--- src/rtl/usb_line_sync.sv ---
// Package of shared constants and the three-stage pin input synchroniser.
package usb_fe_pkg;
  localparam int CLK_MHZ = 100;
  localparam int SUSPEND_TIME_US = 3000;
  localparam int SUSPEND_CYCLES = SUSPEND_TIME_US * CLK_MHZ;
  localparam int BIT_DIV = 4;
  localparam logic [1:0] RX_SAMPLE_PHASE = 2'h1;
  localparam logic [1:0] TX_LAST_PHASE = 2'h3;
  localparam logic TX_IDLE_LEVEL = 1'h1;
  localparam logic SPEED_RESET = 1'h0;
endpackage

`timescale 1ns/1ps
`default_nettype none

module usb_line_sync #(
  parameter int WIDTH = 4
) (
  input wire logic clk,
  input wire logic rst,
  input wire logic [WIDTH-1:0] d,
  output logic [WIDTH-1:0] q
);
  logic [WIDTH-1:0] s1;
  logic [WIDTH-1:0] s2;
  logic [WIDTH-1:0] s3;
  wire [WIDTH-1:0] differ = s2 ^ s3;

  // A bit only moves once two settled stages agree, which filters a single-cycle glitch.
  always_ff @(posedge clk)
  begin
    if (rst)
    begin
      s1 <= '0;
      s2 <= '0;
      s3 <= '0;
      q <= '0;
    end
    else
    begin
      s1 <= d;
      s2 <= s1;
      s3 <= s2;
      q <= (s2 & ~differ) | (q & differ);
    end
  end
endmodule

`default_nettype wire

--- src/rtl/usb_front_end_interface.sv ---
// USB front end interface: bit timing, receive sampling, NRZI transmit and suspend.
// What this block does
// - Module clock recovers data, divides by four
// - Speed pin follows software speed bit
// - Both single-ended inputs low means SE0
// - Received data comes from differential input
// - Idle three milliseconds raises suspend indication
// - Suspend holds until host wake-up arrives
// - Leaving suspend drops the suspend indication
// - Transmit as NRZI pair on two outputs
// - Active-low driver enable, low while driving
`timescale 1ns/1ps
`default_nettype none

module usb_front_end_interface
  import usb_fe_pkg::*;
#(
  parameter int SUSPEND_COUNT = SUSPEND_CYCLES
) (
  input wire logic clk,
  input wire logic rst,
  input wire logic usb_module_clk,
  input wire logic speed_ctrl,
  input wire logic rx_dplus_single_ended,
  input wire logic rx_dminus_single_ended,
  input wire logic rx_data,
  input wire logic tx_active,
  input wire logic tx_bit,
  input wire logic tx_se0,
  output logic tx_ready,
  output logic rx_bit,
  output logic rx_bit_valid,
  output logic se0_detect,
  output logic speed_select_bit,
  output logic suspend_indication,
  output logic tx_dplus_out,
  output logic tx_dminus_out,
  output logic tx_driver_enable_n
);
  localparam int CW = $clog2(SUSPEND_COUNT + 1);
  localparam logic [CW-1:0] IDLE_LAST = CW'(SUSPEND_COUNT - 1);

  logic [3:0] pins_q;
  logic clk_prev;
  logic rx_prev;
  logic se0_prev;
  logic [1:0] rx_phase;
  logic [1:0] tx_phase;
  logic tx_level;
  logic [CW-1:0] idle_count;

  // D+ and receive data pass inverted, so the all-zero reset of the stages reads as idle J.
  usb_line_sync #(
    .WIDTH(4)
  ) u_sync (
    .clk(clk),
    .rst(rst),
    .d({usb_module_clk, ~rx_data, ~rx_dplus_single_ended, rx_dminus_single_ended}),
    .q(pins_q)
  );

  wire mod_clk_q = pins_q[3];
  wire rx_q = ~pins_q[2];
  wire mod_tick = mod_clk_q & ~clk_prev;
  wire se0_now = pins_q[1] & ~pins_q[0];
  wire rx_edge = rx_q ^ rx_prev;
  wire se0_change = se0_now ^ se0_prev;
  wire bus_wake = rx_edge | se0_change;
  wire rx_sample = mod_tick & (rx_phase == RX_SAMPLE_PHASE);
  wire bit_tick = mod_tick & (tx_phase == TX_LAST_PHASE);
  wire tx_go = bit_tick & tx_active & ~suspend_indication;
  wire idle_full = (idle_count == IDLE_LAST);
  wire activity = bus_wake | tx_active;
  wire next_level = tx_bit ? tx_level : ~tx_level;
  wire next_enable_n = ~(tx_active & ~suspend_indication);

  assign tx_ready = tx_go;

  // The receive phase restarts on every data edge, so sampling tracks the sender's clock.
  always_ff @(posedge clk)
  begin
    if (rst)
    begin
      clk_prev <= 1'h0;
      rx_prev <= 1'h1;
      se0_prev <= 1'h0;
      rx_phase <= 2'h0;
      tx_phase <= 2'h0;
    end
    else
    begin
      clk_prev <= mod_clk_q;
      rx_prev <= rx_q;
      se0_prev <= se0_now;
      if (rx_edge)
      begin
        rx_phase <= 2'h0;
      end
      else if (mod_tick)
      begin
        rx_phase <= rx_phase + 2'h1;
      end
      if (mod_tick)
      begin
        tx_phase <= tx_phase + 2'h1;
      end
    end
  end

  always_ff @(posedge clk)
  begin
    if (rst)
    begin
      rx_bit <= 1'h0;
      rx_bit_valid <= 1'h0;
      se0_detect <= 1'h0;
      speed_select_bit <= SPEED_RESET;
    end
    else
    begin
      rx_bit_valid <= rx_sample & ~tx_active & ~suspend_indication & ~se0_now;
      if (rx_sample)
      begin
        rx_bit <= rx_q;
      end
      se0_detect <= se0_now;
      speed_select_bit <= speed_ctrl;
    end
  end

  // Suspend waits on a full idle count and leaves on any bus change from the host.
  always_ff @(posedge clk)
  begin
    if (rst)
    begin
      idle_count <= '0;
      suspend_indication <= 1'h0;
    end
    else if (suspend_indication)
    begin
      idle_count <= '0;
      if (bus_wake)
      begin
        suspend_indication <= 1'h0;
      end
    end
    else if (activity)
    begin
      idle_count <= '0;
    end
    else if (idle_full)
    begin
      suspend_indication <= 1'h1;
    end
    else
    begin
      idle_count <= idle_count + CW'(1);
    end
  end

  // Outputs return to the idle J level between packets, so a new packet starts from J.
  always_ff @(posedge clk)
  begin
    if (rst)
    begin
      tx_level <= TX_IDLE_LEVEL;
      tx_dplus_out <= TX_IDLE_LEVEL;
      tx_dminus_out <= ~TX_IDLE_LEVEL;
      tx_driver_enable_n <= 1'h1;
    end
    else
    begin
      tx_driver_enable_n <= next_enable_n;
      if (!tx_active || suspend_indication)
      begin
        tx_level <= TX_IDLE_LEVEL;
        tx_dplus_out <= TX_IDLE_LEVEL;
        tx_dminus_out <= ~TX_IDLE_LEVEL;
      end
      else if (tx_go && tx_se0)
      begin
        tx_dplus_out <= 1'h0;
        tx_dminus_out <= 1'h0;
      end
      else if (tx_go)
      begin
        tx_level <= next_level;
        tx_dplus_out <= next_level;
        tx_dminus_out <= ~next_level;
      end
    end
  end

  a_se0_detect: assert property (@(posedge clk) disable iff (rst)
    se0_now |=> se0_detect) else $error("SE0 not flagged");
  a_speed_follow: assert property (@(posedge clk) disable iff (rst)
    ##1 speed_select_bit == $past(speed_ctrl)) else $error("Speed pin wrong");
  a_bit_spacing: assert property (@(posedge clk) disable iff (rst)
    bit_tick |=> !bit_tick [*6]) else $error("Bit clock too fast");
  a_suspend_entry: assert property (@(posedge clk) disable iff (rst)
    !suspend_indication && idle_full && !activity |=> suspend_indication)
    else $error("Suspend not entered");
  a_suspend_early: assert property (@(posedge clk) disable iff (rst)
    $rose(suspend_indication) |-> $past(idle_count) == IDLE_LAST)
    else $error("Suspend too early");
  a_suspend_hold: assert property (@(posedge clk) disable iff (rst)
    suspend_indication && !bus_wake |=> suspend_indication)
    else $error("Suspend dropped without wake");
  a_wake_exit: assert property (@(posedge clk) disable iff (rst)
    suspend_indication && bus_wake |=> !suspend_indication)
    else $error("Wake ignored");
  a_enable_idle: assert property (@(posedge clk) disable iff (rst)
    (!tx_active || suspend_indication) |=> tx_driver_enable_n)
    else $error("Driver enabled while idle");
  a_enable_send: assert property (@(posedge clk) disable iff (rst)
    tx_active && !suspend_indication |=> !tx_driver_enable_n)
    else $error("Driver not enabled");
  a_nrzi_zero: assert property (@(posedge clk) disable iff (rst)
    tx_go && !tx_se0 && !tx_bit |=> tx_dplus_out != $past(tx_level))
    else $error("Zero did not toggle");
  a_nrzi_one: assert property (@(posedge clk) disable iff (rst)
    tx_go && !tx_se0 && tx_bit && $past(tx_active) |=> tx_dplus_out == $past(tx_level))
    else $error("One toggled");
  a_pair_diff: assert property (@(posedge clk) disable iff (rst)
    (tx_dplus_out || tx_dminus_out) |-> tx_dplus_out != tx_dminus_out)
    else $error("Pair not differential");

  c_suspend: cover property (@(posedge clk) disable iff (rst) $rose(suspend_indication));
  c_wake: cover property (@(posedge clk) disable iff (rst) $fell(suspend_indication));
  c_tx_bit: cover property (@(posedge clk) disable iff (rst) tx_go && !tx_bit);
  c_rx_bit: cover property (@(posedge clk) disable iff (rst) rx_bit_valid);
endmodule

`default_nettype wire

--- config.mk ---
export PLATFORM = sky130hd
export DESIGN_NAME = usb_front_end_interface
export DESIGN_NICKNAME = d
export VERILOG_FILES = /design/src/rtl/usb_line_sync.sv /design/src/rtl/usb_front_end_interface.sv
export SDC_FILE = /design/constraint.sdc
export NUM_CORES = 1
export LEC_CHECK = 0
export ABC_CLOCK_PERIOD_IN_PS = 2300
export BUFFER_PORTS_ARGS = -buffer_cell sky130_fd_sc_hd__buf_2
export CAP_MARGIN = 20
export CORE_UTILIZATION = 45
export CTS_BUF_LIST = sky130_fd_sc_hd__clkbuf_4 sky130_fd_sc_hd__clkbuf_8
export CTS_CLUSTER_DIAMETER = 30
export DETAILED_ROUTE_END_ITERATION = 12
export GPL_TIMING_DRIVEN = 0
export PLACE_DENSITY_LB_ADDON = 0.1
export SYNTH_ARGS = -nofsm -noshare
export SYNTH_HDL_FRONTEND = slang
export SYNTH_HIERARCHICAL = 1
export SYNTH_SLANG_ARGS = --single-unit
--- constraint.sdc ---
create_clock -name clk -period 2.3 [get_ports clk]
set_input_delay 0.345 -clock clk [delete_from_list [all_inputs] [get_ports clk]]
set_output_delay 0.345 -clock clk [all_outputs]
set_load 0.03 [all_outputs]
==> metrics.yaml <==
yosys.area_share.simple_pct: 27.6
synth.area.mux_share_pct: 0.495
post_drt_wl_per_cell_um: 12.4
synthXorXnorAreaFrac_pct: 5.63
via_per_inst: 5.35
crit_type: "register to output pin"
peakVddDrop_v: 0.000345
cap_viol_max_count: 0
die_w_um: 69.0
clock_path_buffers: 2
cts.clk_slew.worst_paths_ns: 0.10
cts-root-buf: "clkbuf_8"
power_mw: 1.56
r2r_cells: 6
regToRegStartpoint: "idle_count[0]"
rsz0062_at_grt: "no"
critPathCaptureType: "output pin"
hpwl_mm: 2.56
synthTopCellsByCount: "dfxtp_1, a21oi_1, nor2_1, o21ai_0, nand2_1"
critPathMaxFanout: 4
timing.fmax_ghz: 0.528
grt_pass1_vias: 1501
antenna_left: 0
cts_setup_buffers: 0
synth_top_family_by_area: "simple AND/OR/NAND/NOR gates"
dr.pass1.iters: 6
status: "complete, no violations"
yosys-top-cells-area: "dfxtp_1, a21oi_1, and2b_2, xor2_1, o21ai_0"
finalSetupViolCount: 0
core_area_um2: 4320
yosysMostFrequentCell: "dfxtp_1"
worst_setup_path_start_kind: "register"
design.die.area_um2: 4760
ys_ff_latch: 50
die_h_um: 69.0
required_ns: 1.96
cts_hold_buffers: 0
synth_compound_gate_area_share_pct: 11.1
fillers: 394
synth-seq-area-share_pct: 49.5
totalWireLength_mm: 3.52
htreeDepth: 2
ys.warnings.count: 6
antenna_found_initial: 0
grt_start_max_net_pins: 18
hp-class: "input pin to register"
reg2reg_to: "suspend_indication"
initial_core_util_pct: 46.7
grt_usage_pct: 16.1
drive_gt1_share_pct: 21.5
slew_violations: 0
insertion_delay_ns: 0.30
cts_buffers: 5
synthAdderAreaFrac_pct: 1.86
fin_crit_ns: 1.89
syn_inst: 207
synth-edff-count: 0
synth_fp_nets: 220
relSlewSlack_pct: 64.7
yosysTopAreaCell: "dfxtp_1"
hold_violations: 0
finalCritPeriodShare_pct: 82.3
hold_end: "speed_select_bit"
r2r_slack_ns: 0.41
dr.first_iter.drc_count: 46
cts_tree: "yes"
cts_resized: 0
synth_top_area_share_pct: 49.5
grt_pass1_wl_mm: 6.30
io_buffer_count: 18
area_growth_syn_to_layout_pct: 13.4
gr-total-overflow: 0
power.density_nw_per_um2: 680
tightest_slew_ns: 0.522
synth_async_sr_flop_share_pct: 0
avgSynthCellArea_um2: 9.76
num_rows: 24
synthesis.area_um2: 2020
synthFlopType: "dfxtp_1"
tns_ns: 0
p_leak_nw: 0.882
route.detailed.drc: 0
ys_types: 45
min_from: "speed_ctrl"
n_antenna_cell: 0
vias: 1526
clock_sinks: 50
boundaryPins: 19
arrival_ns: 1.55
nNetsFinal: 245
routabilityCongestion: 0.751
whs_path_depth: 2
skew_ns: 0.0108
## per-layer routing
metal | track usage (%) | share of wire (%) | up-vias
met5 | 0 | 0 | -
met4 | 5.90 | 1.2 | 0
met3 | 3.80 | 2.4 | 5
met2 | 27.8 | 49 | 16
met1 | 19.4 | 47 | 727
li1 | - | - | 778
## worst max-delay path by stage
stage,startpoint,to,depth (start not counted)
floorplan,idle_count[0],idle_count[5],6
global placement,idle_count[0],suspend_indication,6
detailed placement,idle_count[0],idle_count[5],6
CTS,tx_phase[0],tx_ready,5
global route,idle_count[0],suspend_indication,6
finish,tx_phase[0],tx_ready,5
## worst max-delay path, stage by stage (launching register included)
cell	delay, ns
dfxtp_1	0.37
ha_1	0.15
nand4b_1	0.14
or2_2	0.34
inv_1	0.06
buf_2	0.18
## layout make-up
type / instances / area [um^2] / share of cell area, %
multi-input combinational: 143 / 945 / 41.2
sequential: 50 / 1000 / 43.7
tap: 52 / 65.1 / 2.84
buffer: 7 / 48.8 / 2.13
timing repair buffer: 18 / 90.1 / 3.93
inverter: 7 / 26.3 / 1.15
clock buffer: 5 / 68.8 / 3.00
clock inverter: 3 / 47.5 / 2.07
## flip-flops by register name, indices dropped and copies added, names as in the netlist, named ones only
signal / count
clk_prev: 1
rx_bit_valid: 1
rx_prev: 1
tx_level: 1
u_sync/s2: 4
tx_dminus_out: 1
tx_phase: 2
u_sync/s3: 4
tx_dplus_out: 1
speed_select_bit: 1
u_sync/s1: 4
rx_phase: 2
suspend_indication: 1
rx_bit: 1
se0_detect: 1
idle_count: 19
tx_driver_enable_n: 1
## placed cells by master (no fill, tap or decap), types with 4 or more instances in the layout
master    Yosys  final
xnor2_1       6      6
nand2_1      10     10
and2b_2       7      7
nor3_1        6      6
nand4_1       5      5
nor2b_2       4      4
or3_1         7      7
nor2_1       12     12
nor2b_1       7      7
clkbuf_8      0      5
buf_2         0     18
a21oi_1      13     13
nand3_1       8      8
inv_1         7      7
o21ai_0      12     12
xor2_1        7      7
dfxtp_1      50     50
## cells by family (layout without fill, tap and decap cells)
kind of cell / count (synthesis) / after routing
AOI/OAI and AO/OA: 38 / 38
xor gates and xnor gates: 13 / 13
adders and majority gates: 3 / 3
buffers and inverters: 14 / 40
DFF: 50 / 50
muxes: 1 / 1
and+or+nand+nor: 88 / 88
## metrics by stage
stage	area, um^2	hold slack, ns	setup WS, ns	util [%]	instances
after floorplan	2020	0.414	0.687	-	207
after global placement	2180	0.431	0.466	50.3	277
after detailed placement	2180	0.433	0.469	50.3	277
after CTS	2290	0.254	0.403	53.0	285
after global routing	2290	0.240	0.211	53.0	285
final	2290	0.258	0.407	53.0	285
## power breakdown
part | internal (mW) | switching, mW | total (mW)
Clock | 0.330 | 0.295 | 0.624
Combinational | 0.0225 | 0.0292 | 0.0517
Sequential | 0.878 | 0.00531 | 0.883
Total | 1.23 | 0.329 | 1.56
(Power assumes the default switching activity.)
